`src/inc/scsc_cfg.svh`:
```
/*
  Register indices, field positions, reset values and frame timing of the
  smart card serial channel. Included by the channel top module.
*/
`ifndef SCSC_CFG_SVH
`define SCSC_CFG_SVH
// register indices; byte address is four times the index
`define SCSC_IDX_FRAME 3'h0
`define SCSC_IDX_RATE 3'h1
`define SCSC_IDX_CTRL 3'h2
`define SCSC_IDX_SBUF 3'h3
`define SCSC_IDX_FLAGS 3'h4
`define SCSC_IDX_RBUF 3'h5
`define SCSC_IDX_MODE 3'h6
// frame_cfg fields
`define SCSC_FC_GSM 7
`define SCSC_FC_ODD 4
`define SCSC_FC_PS 1:0
// serial_ctrl fields
`define SCSC_SC_SIRQ 7
`define SCSC_SC_RIRQ 6
`define SCSC_SC_SEND 5
`define SCSC_SC_RCV 4
`define SCSC_SC_FIX 1
`define SCSC_SC_CKO 0
// serial_flags fields
`define SCSC_FL_SBE 7
`define SCSC_FL_RBF 6
`define SCSC_FL_OVR 5
`define SCSC_FL_NACK 4
`define SCSC_FL_PAR 3
`define SCSC_FL_DONE 2
// card mode register fields
`define SCSC_MD_MSB 3
`define SCSC_MD_INV 2
`define SCSC_MD_ON 0
`define SCSC_MODE_MASK 8'h0d
`define SCSC_FLAGS_MASK 8'hfc
// reset values
`define SCSC_RST_FRAME 8'h00
`define SCSC_RST_RATE 8'hff
`define SCSC_RST_CTRL 8'h00
`define SCSC_RST_FLAGS 8'h84
`define SCSC_RST_MODE 8'h00
// base clock ticks per etu, and the last tick of a half etu
`define SCSC_ETU_BASE 372
`define SCSC_HALF_LAST 8'(`SCSC_ETU_BASE / 2 - 1)
// frame positions in half etu counted from the start edge
`define SCSC_H_PAR 5'd19
`define SCSC_H_PAR_END 5'd20
`define SCSC_H_ERR_ON 5'd21
`define SCSC_H_ERR_OFF 5'(`SCSC_H_ERR_ON + 5'd2)
`define SCSC_H_NACK 5'd22
`define SCSC_H_DONE_GSM 5'd22
`define SCSC_H_DONE 5'd25
`define SCSC_H_RESEND 5'd27
`endif

```
`src/inc/scsc_pkg.sv`:
```
/*
  Types of the smart card serial channel: state encodings.
  Assumes nothing of its surroundings.
*/
`default_nettype none
package scsc_pkg;
  typedef enum logic [1:0] {SCSC_TX_IDLE, SCSC_TX_FRAME, SCSC_TX_GAP} scsc_tx_state_type;
  typedef enum logic {SCSC_RX_IDLE, SCSC_RX_FRAME} scsc_rx_state_type;
endpackage
`default_nettype wire

```
`src/inc/scsc_rate_if.sv`:
```
/*
  Interface between the channel top and its bit-rate generator.
  Assumes both ends run on the same clock.
*/
`timescale 1ns/1ps
`default_nettype none
interface scsc_rate_if;
  logic ce;
  logic [1:0] psel;
  logic [7:0] div;
  logic half_tick;
  logic base_tick;
  modport gen (input ce, input psel, input div, output half_tick, output base_tick);
  modport user (output ce, output psel, output div, input half_tick, input base_tick);
endinterface
`default_nettype wire

```
`src/logic/scsc_rate_gen.sv`:
```
/*
  Bit-rate generator: prescaler of 2^(2n) clocks, then divisor+1, gives
  a half tick; every second half tick is one base tick (372 per etu).
  Assumes psel and div are stable register outputs.
*/
`timescale 1ns/1ps
`default_nettype none
module scsc_rate_gen
  import scsc_pkg::*;
(
  input wire logic clk_i,
  input wire logic rst_i,
  scsc_rate_if.gen rate
);
  logic [5:0] pre_q;
  logic [5:0] pre_d;
  logic [7:0] div_q;
  logic [7:0] div_d;
  logic phase_q;
  logic phase_d;
  logic half_q;
  logic half_d;
  logic base_q;
  logic base_d;
  logic [5:0] pre_last;

  // base clock = clk / (2^(2n+1) * (div+1)), bit rate = that / 372
  always_comb
  begin
    pre_last = 6'((7'h01 << {rate.psel, 1'b0}) - 7'h01);
    pre_d = pre_q;
    div_d = div_q;
    phase_d = phase_q;
    half_d = half_q;
    base_d = base_q;
    if (rate.ce)
    begin
      half_d = 1'b0;
      base_d = 1'b0;
      if (pre_q >= pre_last)
      begin
        pre_d = 6'h00;
        if (div_q >= rate.div)
        begin
          div_d = 8'h00;
          half_d = 1'b1;
          phase_d = ~phase_q;
          base_d = phase_q;
        end
        else
        begin
          div_d = div_q + 8'h01;
        end
      end
      else
      begin
        pre_d = pre_q + 6'h01;
      end
    end
  end

  always_ff @(posedge clk_i)
  begin
    if (rst_i)
    begin
      pre_q <= 6'h00;
      div_q <= 8'h00;
      phase_q <= 1'b0;
      half_q <= 1'b0;
      base_q <= 1'b0;
    end
    else
    begin
      pre_q <= pre_d;
      div_q <= div_d;
      phase_q <= phase_d;
      half_q <= half_d;
      base_q <= base_d;
    end
  end

  assign rate.half_tick = half_q;
  assign rate.base_tick = base_q;
endmodule
`default_nettype wire

```
`src/logic/scsc_sync.sv`:
```
/*
  Two flip-flop synchroniser for the shared card data line.
  Assumes the input is asynchronous to clk_i; idle level is high.
*/
`timescale 1ns/1ps
`default_nettype none
module scsc_sync (
  input wire logic clk_i,
  input wire logic rst_i,
  input wire logic ce_i,
  input wire logic d_i,
  output logic q_o
);
  logic meta_q;
  logic meta_d;
  logic sync_q;
  logic sync_d;

  // first stage feeds only the second
  always_comb
  begin
    meta_d = d_i;
    sync_d = meta_q;
  end

  always_ff @(posedge clk_i)
  begin
    if (rst_i)
    begin
      meta_q <= 1'b1;
      sync_q <= 1'b1;
    end
    else if (ce_i)
    begin
      meta_q <= meta_d;
      sync_q <= sync_d;
    end
  end

  assign q_o = sync_q;
endmodule
`default_nettype wire

```
`src/logic/scsc_top.sv`:
```
/*
  Smart card serial channel: Wishbone register file, half-duplex card
  frame transmitter with retransmission, receiver with error signal,
  card clock output and interrupt request levels.
  Assumes one clock, a pulled-up shared data line resolved outside.
*/
// The register addresses and the Wishbone slave port were chosen for this implementation.
// Overview of operation
// - bit rate is clock over 1488 times 2^(2n-1) times divisor plus one
// - prescaler zero and divisor zero give the highest card bit rate
// - card mode hands data pins to the channel, released to high impedance
// - clock-output-on drives the serial clock on the card clock pin
// - send_buf written and empty cleared starts a frame and clears send_done
// - send interrupt requested while send_done is set and its mask allows
// - fault interrupt from overrun, parity or nack flag, receive mask gated
// - receive interrupt from rcv_buf_full, gated by receive mask
// - no separate send-end interrupt; send_done feeds only the send interrupt
// - send_buf writes clear flags so DMA sends all bytes, retries unseen
// - error frames never set rcv_buf_full, so DMA skips them
// - parity fault frames still load rcv_buf for software to read
// - send_done timing depends on gsm_style
// - with gsm_style and clock output off the card clock is driven and held at the fixed level
// - parity error drives line low for 1 etu from 10.5 etu
// - card nack makes the same byte resend after at least 2 etu
// - card clock runs at 372 times the bit rate
// - inversion touches only data bits, never parity
`timescale 1ns/1ps
`default_nettype none
`include "scsc_cfg.svh"
module scsc_top
  import scsc_pkg::*;
(
  input wire logic clk_i,
  input wire logic rst_i,
  input wire logic ce_i,
  input wire logic wb_cyc_i,
  input wire logic wb_stb_i,
  input wire logic wb_we_i,
  input wire logic [4:0] wb_adr_i,
  input wire logic [3:0] wb_sel_i,
  input wire logic [31:0] wb_dat_i,
  output logic [31:0] wb_dat_o,
  output logic wb_ack_o,
  input wire logic line_in_pin_i,
  output logic line_out_pin_o,
  output logic line_out_pin_oe_o,
  output logic card_clk_pin_o,
  output logic card_clk_pin_oe_o,
  output logic send_irq_o,
  output logic rcv_irq_o,
  output logic fault_irq_o
);
  logic [7:0] frame_q, frame_d, rate_q, rate_d, ctrl_q, ctrl_d, sbuf_q, sbuf_d;
  logic [7:0] flags_q, flags_d, rbuf_q, rbuf_d, mode_q, mode_d, seen_q, seen_d;
  logic [7:0] rval;
  logic [31:0] rdat_q, rdat_d;
  logic ack_q, ack_d, acc, wr, rd, line_s;
  logic [2:0] idx;
  scsc_tx_state_type tx_st_q, tx_st_d;
  scsc_rx_state_type rx_st_q, rx_st_d;
  logic [7:0] tx_sub_q, tx_sub_d, rx_sub_q, rx_sub_d, tx_enc, rx_byte;
  logic [4:0] tx_h_q, tx_h_d, rx_h_q, rx_h_d;
  logic [9:0] rx_sh_q, rx_sh_d, tx_bits;
  logic rx_prev_q, rx_prev_d, rx_bad_q, rx_bad_d, tx_step, rx_step;
  logic tx_start, ev_done, ev_nack, ev_par, ev_ovr, ev_rfull, ev_load;
  logic send_on, rcv_on, card_on, gsm, tx_low, rx_low;
  logic drv_q, drv_d, ck_q, ck_d, ckoe_q, ckoe_d, sirq_q, sirq_d;
  logic rirq_q, rirq_d, firq_q, firq_d;

  // bit order and data inversion of one byte; parity stays untouched
  function automatic logic [7:0] scsc_codec(input logic [7:0] b, input logic msb,
                                            input logic inv);
    logic [7:0] r;
    for (int i = 0; i < 8; i++)
      r[i] = msb ? b[7 - i] : b[i];
    return inv ? ~r : r;
  endfunction

  // rate generator and line synchroniser
  scsc_rate_if rate_bus();
  assign rate_bus.ce = ce_i;
  assign rate_bus.psel = frame_q[`SCSC_FC_PS];
  assign rate_bus.div = rate_q;

  scsc_rate_gen u_rate (
    .clk_i(clk_i),
    .rst_i(rst_i),
    .rate(rate_bus)
  );

  scsc_sync u_sync (
    .clk_i(clk_i),
    .rst_i(rst_i),
    .ce_i(ce_i),
    .d_i(line_in_pin_i),
    .q_o(line_s)
  );

  // wishbone decode and mode bits
  assign acc = wb_cyc_i & wb_stb_i & ~ack_q;
  assign wr = acc & wb_we_i & wb_sel_i[0];
  assign rd = acc & ~wb_we_i;
  assign idx = wb_adr_i[4:2];
  assign card_on = mode_q[`SCSC_MD_ON];
  assign gsm = frame_q[`SCSC_FC_GSM];
  assign send_on = card_on & ctrl_q[`SCSC_SC_SEND];
  assign rcv_on = card_on & ctrl_q[`SCSC_SC_RCV];

  // register file, flags and read mux
  always_comb
  begin
    frame_d = frame_q;
    rate_d = rate_q;
    ctrl_d = ctrl_q;
    sbuf_d = sbuf_q;
    flags_d = flags_q;
    rbuf_d = rbuf_q;
    mode_d = mode_q;
    seen_d = seen_q;
    ack_d = acc;
    rdat_d = rdat_q;
    if (wr)
    begin
      case (idx)
        `SCSC_IDX_FRAME: frame_d = wb_dat_i[7:0];
        `SCSC_IDX_RATE: rate_d = wb_dat_i[7:0];
        `SCSC_IDX_CTRL: ctrl_d = wb_dat_i[7:0];
        `SCSC_IDX_SBUF: sbuf_d = wb_dat_i[7:0];
        `SCSC_IDX_MODE: mode_d = wb_dat_i[7:0] & `SCSC_MODE_MASK;
        `SCSC_IDX_FLAGS:
        begin
          flags_d = flags_q & (wb_dat_i[7:0] | ~seen_q);
          seen_d = seen_q & wb_dat_i[7:0];
        end
        default: ;
      endcase
    end
    // a send_buf write frees the byte as a DMA transfer would
    if (wr && idx == `SCSC_IDX_SBUF)
    begin
      flags_d[`SCSC_FL_SBE] = 1'b0;
      flags_d[`SCSC_FL_DONE] = 1'b0;
    end
    if (rd && idx == `SCSC_IDX_FLAGS)
      seen_d = seen_q | flags_q;
    // hardware events; sets come last so they win over clears
    if (tx_start)
      flags_d[`SCSC_FL_DONE] = 1'b0;
    if (ev_done)
    begin
      flags_d[`SCSC_FL_DONE] = 1'b1;
      flags_d[`SCSC_FL_SBE] = 1'b1;
    end
    if (ev_nack)
      flags_d[`SCSC_FL_NACK] = 1'b1;
    if (ev_par)
      flags_d[`SCSC_FL_PAR] = 1'b1;
    if (ev_ovr)
      flags_d[`SCSC_FL_OVR] = 1'b1;
    if (ev_rfull)
      flags_d[`SCSC_FL_RBF] = 1'b1;
    if (ev_load)
      rbuf_d = rx_byte;
    case (idx)
      `SCSC_IDX_FRAME: rval = frame_q;
      `SCSC_IDX_RATE: rval = rate_q;
      `SCSC_IDX_CTRL: rval = ctrl_q;
      `SCSC_IDX_SBUF: rval = sbuf_q;
      `SCSC_IDX_FLAGS: rval = flags_q & `SCSC_FLAGS_MASK;
      `SCSC_IDX_RBUF: rval = rbuf_q;
      `SCSC_IDX_MODE: rval = mode_q;
      default: rval = 8'h00;
    endcase
    if (rd)
      rdat_d = {24'h000000, rval};
  end

  // transmitter: frame, nack sample, retransmit gap
  always_comb
  begin
    tx_st_d = tx_st_q;
    tx_sub_d = tx_sub_q;
    tx_h_d = tx_h_q;
    tx_start = 1'b0;
    ev_done = 1'b0;
    ev_nack = 1'b0;
    tx_step = 1'b0;
    tx_enc = scsc_codec(sbuf_q, mode_q[`SCSC_MD_MSB], mode_q[`SCSC_MD_INV]);
    tx_bits = {^tx_enc ^ frame_q[`SCSC_FC_ODD], tx_enc, 1'b0};
    if (rate_bus.base_tick)
    begin
      if (tx_sub_q == `SCSC_HALF_LAST)
      begin
        tx_sub_d = 8'h00;
        tx_step = 1'b1;
      end
      else
      begin
        tx_sub_d = tx_sub_q + 8'h01;
      end
    end
    if (tx_step)
      tx_h_d = tx_h_q + 5'd1;
    case (tx_st_q)
      SCSC_TX_IDLE:
      begin
        tx_sub_d = 8'h00;
        tx_h_d = 5'd0;
        // start only on a base tick so the first half etu is as long as the rest
        if (send_on && !flags_q[`SCSC_FL_SBE] && rate_bus.base_tick)
        begin
          tx_st_d = SCSC_TX_FRAME;
          tx_start = 1'b1;
        end
      end
      SCSC_TX_FRAME:
      begin
        if (tx_step && tx_h_d == `SCSC_H_NACK && !line_s)
        begin
          ev_nack = 1'b1;
          tx_st_d = SCSC_TX_GAP;
        end
        else if (tx_step && tx_h_d == (gsm ? `SCSC_H_DONE_GSM : `SCSC_H_DONE))
        begin
          ev_done = 1'b1;
          tx_st_d = SCSC_TX_IDLE;
        end
      end
      SCSC_TX_GAP:
      begin
        if (tx_step && tx_h_d == `SCSC_H_RESEND)
        begin
          tx_st_d = SCSC_TX_FRAME;
          tx_h_d = 5'd0;
        end
      end
      default: tx_st_d = SCSC_TX_IDLE;
    endcase
    if (!send_on)
      tx_st_d = SCSC_TX_IDLE;
  end
  assign tx_low = (tx_st_q == SCSC_TX_FRAME) && (tx_h_q < `SCSC_H_PAR_END)
                  && !tx_bits[tx_h_q[4:1]];

  // receiver: mid-bit samples, parity check, error signal
  always_comb
  begin
    rx_st_d = rx_st_q;
    rx_sub_d = rx_sub_q;
    rx_h_d = rx_h_q;
    rx_sh_d = rx_sh_q;
    rx_bad_d = rx_bad_q;
    rx_prev_d = line_s;
    rx_step = 1'b0;
    ev_par = 1'b0;
    ev_ovr = 1'b0;
    ev_rfull = 1'b0;
    ev_load = 1'b0;
    rx_byte = scsc_codec(rx_sh_q[8:1], mode_q[`SCSC_MD_MSB], mode_q[`SCSC_MD_INV]);
    if (rate_bus.base_tick)
    begin
      if (rx_sub_q == `SCSC_HALF_LAST)
      begin
        rx_sub_d = 8'h00;
        rx_step = 1'b1;
      end
      else
      begin
        rx_sub_d = rx_sub_q + 8'h01;
      end
    end
    if (rx_step)
      rx_h_d = rx_h_q + 5'd1;
    case (rx_st_q)
      SCSC_RX_IDLE:
      begin
        rx_sub_d = 8'h00;
        rx_h_d = 5'd0;
        rx_bad_d = 1'b0;
        if (rcv_on && rx_prev_q && !line_s)
          rx_st_d = SCSC_RX_FRAME;
      end
      SCSC_RX_FRAME:
      begin
        if (rx_step && rx_h_d[0] && rx_h_d <= `SCSC_H_PAR)
          rx_sh_d = {line_s, rx_sh_q[9:1]};
        if (rx_step && rx_h_d == 5'd1 && line_s)
          rx_st_d = SCSC_RX_IDLE; // glitch, not a start bit
        if (rx_step && rx_h_d == `SCSC_H_PAR_END)
        begin
          if (^rx_sh_q[9:1] ^ frame_q[`SCSC_FC_ODD])
          begin
            rx_bad_d = 1'b1;
            ev_par = 1'b1;
            ev_load = 1'b1;
          end
          else if (flags_q[`SCSC_FL_RBF])
          begin
            ev_ovr = 1'b1;
          end
          else
          begin
            ev_load = 1'b1;
            ev_rfull = 1'b1;
          end
        end
        if (rx_step && rx_h_d == `SCSC_H_ERR_OFF)
          rx_st_d = SCSC_RX_IDLE;
      end
      default: rx_st_d = SCSC_RX_IDLE;
    endcase
    if (!rcv_on)
      rx_st_d = SCSC_RX_IDLE;
  end
  assign rx_low = (rx_st_q == SCSC_RX_FRAME) && rx_bad_q
                  && (rx_h_q >= `SCSC_H_ERR_ON) && (rx_h_q < `SCSC_H_ERR_OFF);

  // pins and interrupt request levels
  always_comb
  begin
    drv_d = card_on & (tx_low | rx_low);
    ck_d = ck_q;
    if (rate_bus.half_tick && (ctrl_q[`SCSC_SC_CKO] || (gsm && ck_q != ctrl_q[`SCSC_SC_FIX])))
      ck_d = ~ck_q;
    ckoe_d = card_on & (ctrl_q[`SCSC_SC_CKO] | gsm);
    sirq_d = flags_q[`SCSC_FL_DONE] & ctrl_q[`SCSC_SC_SIRQ];
    rirq_d = flags_q[`SCSC_FL_RBF] & ctrl_q[`SCSC_SC_RIRQ];
    firq_d = (flags_q[`SCSC_FL_OVR] | flags_q[`SCSC_FL_PAR] | flags_q[`SCSC_FL_NACK])
             & ctrl_q[`SCSC_SC_RIRQ];
  end

  always_ff @(posedge clk_i)
  begin
    if (rst_i)
    begin
      frame_q <= `SCSC_RST_FRAME;
      rate_q <= `SCSC_RST_RATE;
      ctrl_q <= `SCSC_RST_CTRL;
      sbuf_q <= 8'h00;
      flags_q <= `SCSC_RST_FLAGS;
      rbuf_q <= 8'h00;
      mode_q <= `SCSC_RST_MODE;
      seen_q <= 8'h00;
      ack_q <= 1'b0;
      rdat_q <= 32'h00000000;
      tx_st_q <= SCSC_TX_IDLE;
      tx_sub_q <= 8'h00;
      tx_h_q <= 5'd0;
      rx_st_q <= SCSC_RX_IDLE;
      rx_sub_q <= 8'h00;
      rx_h_q <= 5'd0;
      rx_sh_q <= 10'h3ff;
      rx_bad_q <= 1'b0;
      rx_prev_q <= 1'b1;
      drv_q <= 1'b0;
      ck_q <= 1'b0;
      ckoe_q <= 1'b0;
      sirq_q <= 1'b0;
      rirq_q <= 1'b0;
      firq_q <= 1'b0;
    end
    else if (ce_i)
    begin
      frame_q <= frame_d;
      rate_q <= rate_d;
      ctrl_q <= ctrl_d;
      sbuf_q <= sbuf_d;
      flags_q <= flags_d;
      rbuf_q <= rbuf_d;
      mode_q <= mode_d;
      seen_q <= seen_d;
      ack_q <= ack_d;
      rdat_q <= rdat_d;
      tx_st_q <= tx_st_d;
      tx_sub_q <= tx_sub_d;
      tx_h_q <= tx_h_d;
      rx_st_q <= rx_st_d;
      rx_sub_q <= rx_sub_d;
      rx_h_q <= rx_h_d;
      rx_sh_q <= rx_sh_d;
      rx_bad_q <= rx_bad_d;
      rx_prev_q <= rx_prev_d;
      drv_q <= drv_d;
      ck_q <= ck_d;
      ckoe_q <= ckoe_d;
      sirq_q <= sirq_d;
      rirq_q <= rirq_d;
      firq_q <= firq_d;
    end
  end

  // outputs straight from flip-flops except line_out_pin_o, tied low; data line is open drain, driven low only
  assign wb_dat_o = rdat_q;
  assign wb_ack_o = ack_q;
  assign line_out_pin_o = 1'b0;
  assign line_out_pin_oe_o = drv_q;
  assign card_clk_pin_o = ck_q;
  assign card_clk_pin_oe_o = ckoe_q;
  assign send_irq_o = sirq_q;
  assign rcv_irq_o = rirq_q;
  assign fault_irq_o = firq_q;
endmodule
`default_nettype wire

```
`config.mk`:
```
export PLATFORM = sky130hd
export DESIGN_NAME = scsc_top
export DESIGN_NICKNAME = d
export VERILOG_FILES = /design/src/inc/scsc_pkg.sv /design/src/inc/scsc_rate_if.sv /design/src/logic/scsc_rate_gen.sv /design/src/logic/scsc_sync.sv /design/src/logic/scsc_top.sv
export VERILOG_INCLUDE_DIRS = /design/src /design/src/inc
export SDC_FILE = /design/constraint.sdc
export NUM_CORES = 1
export LEC_CHECK = 0
export ABC_AREA = 1
export BUFFER_PORTS_ARGS = -buffer_cell sky130_fd_sc_hd__clkbuf_2
export CAP_MARGIN = 20
export CELL_PAD_IN_SITES_DETAIL_PLACEMENT = 0
export CELL_PAD_IN_SITES_GLOBAL_PLACEMENT = 2
export CORE_MARGIN = 2
export CORE_UTILIZATION = 33
export CTS_CLUSTER_SIZE = 28
export DETAILED_ROUTE_END_ITERATION = 10
export PLACE_DENSITY_LB_ADDON = 0.1
export REMOVE_ABC_BUFFERS = 1
export SLEW_MARGIN = 10
export SYNTH_ARGS = -nofsm -noshare
export SYNTH_HDL_FRONTEND = slang
export SYNTH_SLANG_ARGS = --single-unit
export TNS_END_PERCENT = 1
```
`constraint.sdc`:
```
create_clock -name clk_i -period 2.3 [get_ports clk_i]
set_input_delay 0.46 -clock clk_i [delete_from_list [all_inputs] [get_ports clk_i]]
set_output_delay 0.46 -clock clk_i [all_outputs]
set_load 0.02 [all_outputs]
```
# Word-level counts from Yosys, hierarchy flattened
# Index checks and enable logic that the tools add are counted.
# totals
in_bits	48
wordCells	267
ff_bits	134
out_inout_bits	40
# classes
n_eq_ne	23
bitwise_logic	30
n_addsub	7
n_shift	1
mux	92
n_lt_le_gt_ge	7
n_reduce_logical	69
# op_table
cell	n
2-to-1 mux 8 bit	14
2-to-1 mux 1 bit	61
case mux 8 bit (7 select lines)	1
AND reduction 3 bit	16
adder 8 x 1 -> 8 bit (second input constant)	3
inverter 8 bit	3
logical AND 1 bit	23
nonzero test 2 bit	11
== test 5 bit (second input constant)	4
2-to-1 mux 5 bit	4
bitwise AND 8 bit	2
== test 8 bit (second input constant)	2
bitwise OR 8 bit	2
bitwise AND 1 bit	12
AND reduction 2 bit	6
adder 5 x 1 -> 5 bit (second input constant)	2
less-than comparator 5 bit (second input constant)	2
2-to-1 mux 2 bit	5
case mux 5 bit (2 select lines)	1
== test 3 bit (second input constant)	3
parity 9 bit	1
>= comparator 8 bit	1
nonzero test 4 bit	2
parity 8 bit	1
31 further kinds	47

# Depth between registers and ports, before layout
# logic_depth
ltp_word	11
mapped_depth	18
ltp_nobuf	17

# By module
# A second synthesis with hierarchy kept.
# unflattened
hier_cells	1131
area_unflattened_um2	7609.8
# by_module_without_submodules
module	instances	cells_each	seq_area_each_um2	area_each_um2
scsc_top	1	948	2202.1	6323.6
scsc_rate_gen	1	173	340.3	1213.7
scsc_sync	1	10	40.0	72.6

# Least setup slack after synthesis
# Ideal clock, no wire load.
# synth_timing
path_kind	flip-flop to flip-flop
from	register frame_q[0]
to	register u_rate.div_q[2]
path_stages_with_launch	16
t_arrival_ns	2.040
period_less_slack_ns	2.120
slack_ns	0.180
path_buffers	0
path_cell_list	dfxtp_1 > nor2_1 > inv_1 > ha_1 > ha_1 > nand2_1 > inv_1 > o211ai_1 > nand3_1 > nand2_1 > inv_1 > nand2_1 > inv_1 > nor2_1 > inv_1 > nor3b_1
# synth_between
elab_chain_cells	4
# synth_rtl
element	line_no	source
start: declaration	scsc_top.sv:53	logic [7:0] frame_q, frame_d, rate_q, rate_d, ctrl_q, ctrl_d, sbuf_q, sbuf_d;
start signal: assignment	scsc_top.sv:336	frame_q <= `SCSC_RST_FRAME;
start signal: assignment	scsc_top.sv:364	frame_q <= frame_d;
<< shifter 1 x 3 -> 6 bit	scsc_rate_gen.sv:30	pre_last = 6'((7'h01 << {rate.psel, 1'b0}) - 7'h01);
subtractor 6 x 1 -> 6 bit	scsc_rate_gen.sv:30	
>= comparator 6 bit	scsc_rate_gen.sv:40	if (pre_q >= pre_last)
AND reduction 2 bit (no source line)	n/a	
end signal: assignment	scsc_rate_gen.sv:75	div_q <= div_d;
end: declaration	scsc_rate_gen.sv:17	logic [7:0] div_q;
# No other way between the ends.
# A chain may end at the register's enable or synchronous reset.

# Final worst setup path
# layout_timing
from	register frame_q[1]
to	register u_rate.div_q[2]
# Same word-level chain as after synthesis.

==> results.cfg <==
[worst_setup_path]
worstPathRequired_ns = 2.66
worst-r2r-cell-count = 15
critPathMaxFanout = 7
cp-start-kind = flip-flop
r2r_slack_ns = 0.19
arrival_ns = 2.46
worst-setup-path-type = reg2reg
endpoint_kind = flip-flop
timing.rr.start = frame_q[1]
timing.rr.end = u_rate.div_q[2]

[power_and_ir_drop]
powerDensity_nw_per_um2 = 632
combPwrFrac_pct = 5.5
swShare_pct = 24.5
seqPwrFrac_pct = 40.1
ir_drop_mv = 0.315
p_sw_w = 0.00139
p_int_w = 0.00427
p_leak_nw = 3.83
p_clk_share_pct = 54.4

[sta]
final-max-slew-violation-count = 0
fin_tns_setup_ns = 0
tightestPinTransition_ns = 0.663
finalCriticalPeriod_ns = 2.11
worst_slack_ns = 0.194
slew_headroom_pct = 55.5
finalClockSkew_ns = 0.00843
period_share_pct = 91.6
timing.fmax_ghz = 0.475
setup_viol = 0
final_hold_viol_count = 0
rsz0062_at_grt = true

[worst_hold_path]
worst_hold_path.num_cells = 3
min_from = line_in_pin_i
hp-class = in2reg
whs_endpoint = u_sync.meta_q

[clock_network]
clk_latency_ns = 0.42
clockBufferDepth = 2
h-tree-depth = 4
cts_root_buf = clkbuf_16
cts_tree = built
clkTransAtPathRegs_ns = 0.06
cts_hold_buf = 0
cts_made_buffers = 17
clock_sinks = 129

[run_status]
run_status = completed

[global_route]
grt_max_degree = 59
grt_use_total_pct = 19.5
grt_pass1_vias = 6700
grt_pass1_wl_um = 37000
antenna_found_initial = 0
overflow = 0

[finish]
layout_common_cells = nand2_1 (259), dfxtp_1 (126), inv_1 (123)
diodes = 0
final_util_pct = 39.4
drive_above_1_share_pct = 15.2
nFillCells = 2442
syn_to_final_growth_pct = 16.9
final_cells = 1466
nNetsFinal = 1241
final_common_cell = nand2_1

[floorplan]
initial_utilization_pct = 33.7
die_y_um = 156
rows = 55
dieArea_um2 = 24400
core_um2 = 22700
io_pins = 88
die_w_um = 156

[logic_synthesis]
synth_cells = 1117
synthArstFlopShare_pct = 0
synth_top_area_share_pct = 33.7
synth_area_leaders = dfxtp_1 (34%), nand2_1 (13%), inv_1 (6.4%), a21oi_1 (5.9%), nor2_1 (5.1%)
synth-edff-count = 0
postSynthAreaPerCell_um2 = 6.85
ys_warn_count = 0
ys_types = 61
yosysSeqAreaShare_pct = 33.7
synth-seq-cells = 129
synth_ff_type = dfxtp_1
synth_area_leader_cell = dfxtp_1
syn_area_um2 = 7660

[routing]
wl_per_cell_um = 15.8
dr.pass1.iters = 4
num_vias = 7022
via_per_inst = 4.79
antenna_left = 0
drt_iter0_drc = 432
wirelength_um = 23100
route.detailed.drc = 0

[placed_design]
dp_slack_ns = 0.0482
dp.cells = 1431
numPortBuffers = 33
dp_hpwl_um = 17400
gp_congestion = 0.798

[run]
maxCapViolCount = 0
-- power groups by stage --
stage	registers, W	logic, W	clock network [W]
floorplan	0.00232	0.000169	0
global placement	0.00232	0.000313	0
detailed placement	0.00232	0.000310	0
CTS	0.00227	0.000312	0.00314
global route	0.00227	0.000347	0.00324
finish	0.00227	0.000313	0.00308
-- worst max-delay path, stage by stage (launching register included) --
cell and delay [ns]:
dfxtp_4 0.37, inv_1 0.04, nand2_1 0.11, ha_4 0.14
inv_1 0.04, ha_1 0.29, a21oi_1 0.15, o21a_1 0.14
nand3_1 0.08, nand2_2 0.10, inv_2 0.04, nand2_1 0.11
inv_1 0.07, nor2_2 0.11, inv_2 0.10, nor3b_2 0.15
-- sequential cells by signal, summed over array words and instances, names as in the netlist, 2 cells and up --
name          flops
frame_q           8
seen_q            6
ctrl_q            8
u_rate.div_q      8
sbuf_q            8
rx_h_q            5
rbuf_q            8
rx_sub_q          8
tx_h_q            5
u_rate.pre_q      6
flags_q           6
rate_bus.div      8
wb_dat_o          8
tx_sub_q          8
rx_sh_q           9
tx_st_q           2
mode_q            3
-- cell type report --
type | count | area [µm²] | area share (%)
Clock buffer | 17 | 425 | 4.75
Clock inverter | 15 | 233 | 2.60
Inverter | 139 | 528 | 5.90
Multi-Input combinational cell | 812 | 4330 | 48.4
Sequential cell | 129 | 2590 | 28.9
Tap cell | 285 | 357 | 3.98
Timing Repair Buffer | 69 | 489 | 5.47
-- through the flow --
| stage | hold slack [ns] | total power [W] | cell area [µm²] |
|---|---|---|---|
| global placement | 0.454 | 0.00263 | 8180 |
| floorplan | 0.426 | 0.00249 | 7380 |
| detailed placement | 0.452 | 0.00263 | 8180 |
| CTS | 0.253 | 0.00572 | 8830 |
| finish | 0.265 | 0.00566 | 8950 |
| global route | 0.274 | 0.00586 | 8950 |
-- what timing repair did --
item,in CTS,in global routing
setup buffers,0,3
hold endpoints to repair,0,0
setup endpoints to repair,0,36
gates resized for setup,0,27
-- synth_stat cells (8+ instances only) --
master,n
a21oi_1,90
clkbuf_1,18
ha_1,25
buf_2,12
nand4_1,18
xor2_1,18
nand2_2,11
inv_1,130
nand3_1,61
o22ai_1,8
nor3_1,13
o211ai_2,9
o21ai_0,77
dfxtp_1,129
nor2_1,105
nand2_1,261
buf_4,26
xnor2_1,11
o211ai_1,11
-- metal layers --
layer	up-vias	part of all wire, %	global-route usage (%)
met5	-	0	0
met4	0	0.70	3.93
met3	12	3.6	3.24
met2	115	46	31.6
met1	3158	50	27.4
li1	3737	-	-
-- worst max-delay path by stage --
stage,cells past startpoint,to,slack [ns],startpoint
5_1_grt,16,u_rate.div_q[7],-0.02,frame_q[1]
4_1_cts,15,u_rate.div_q[2],0.04,frame_q[0]
6_report,15,u_rate.div_q[2],0.19,frame_q[1]
2_1_floorplan,3,rx_sub_q[7],-0.008,rst_i
3_3_place_gp,15,u_rate.div_q[2],0.08,frame_q[0]
3_5_place_dp,15,u_rate.div_q[2],0.05,frame_q[0]
-- kinds of logic (layout without fill, tap and decap cells) --
group | after synthesis | after routing | share of synthesized area [%]
compound gates | 234 | 234 | 18.5
xor+xnor | 29 | 29 | 3.32
fa+ha+maj | 25 | 25 | 4.09
buf+inv | 200 | 240 | 11.6
flops | 129 | 129 | 33.7
other cells | 1 | 25 | 0.0490
simple gates | 499 | 499 | 28.8
(Power assumes the default switching activity.)
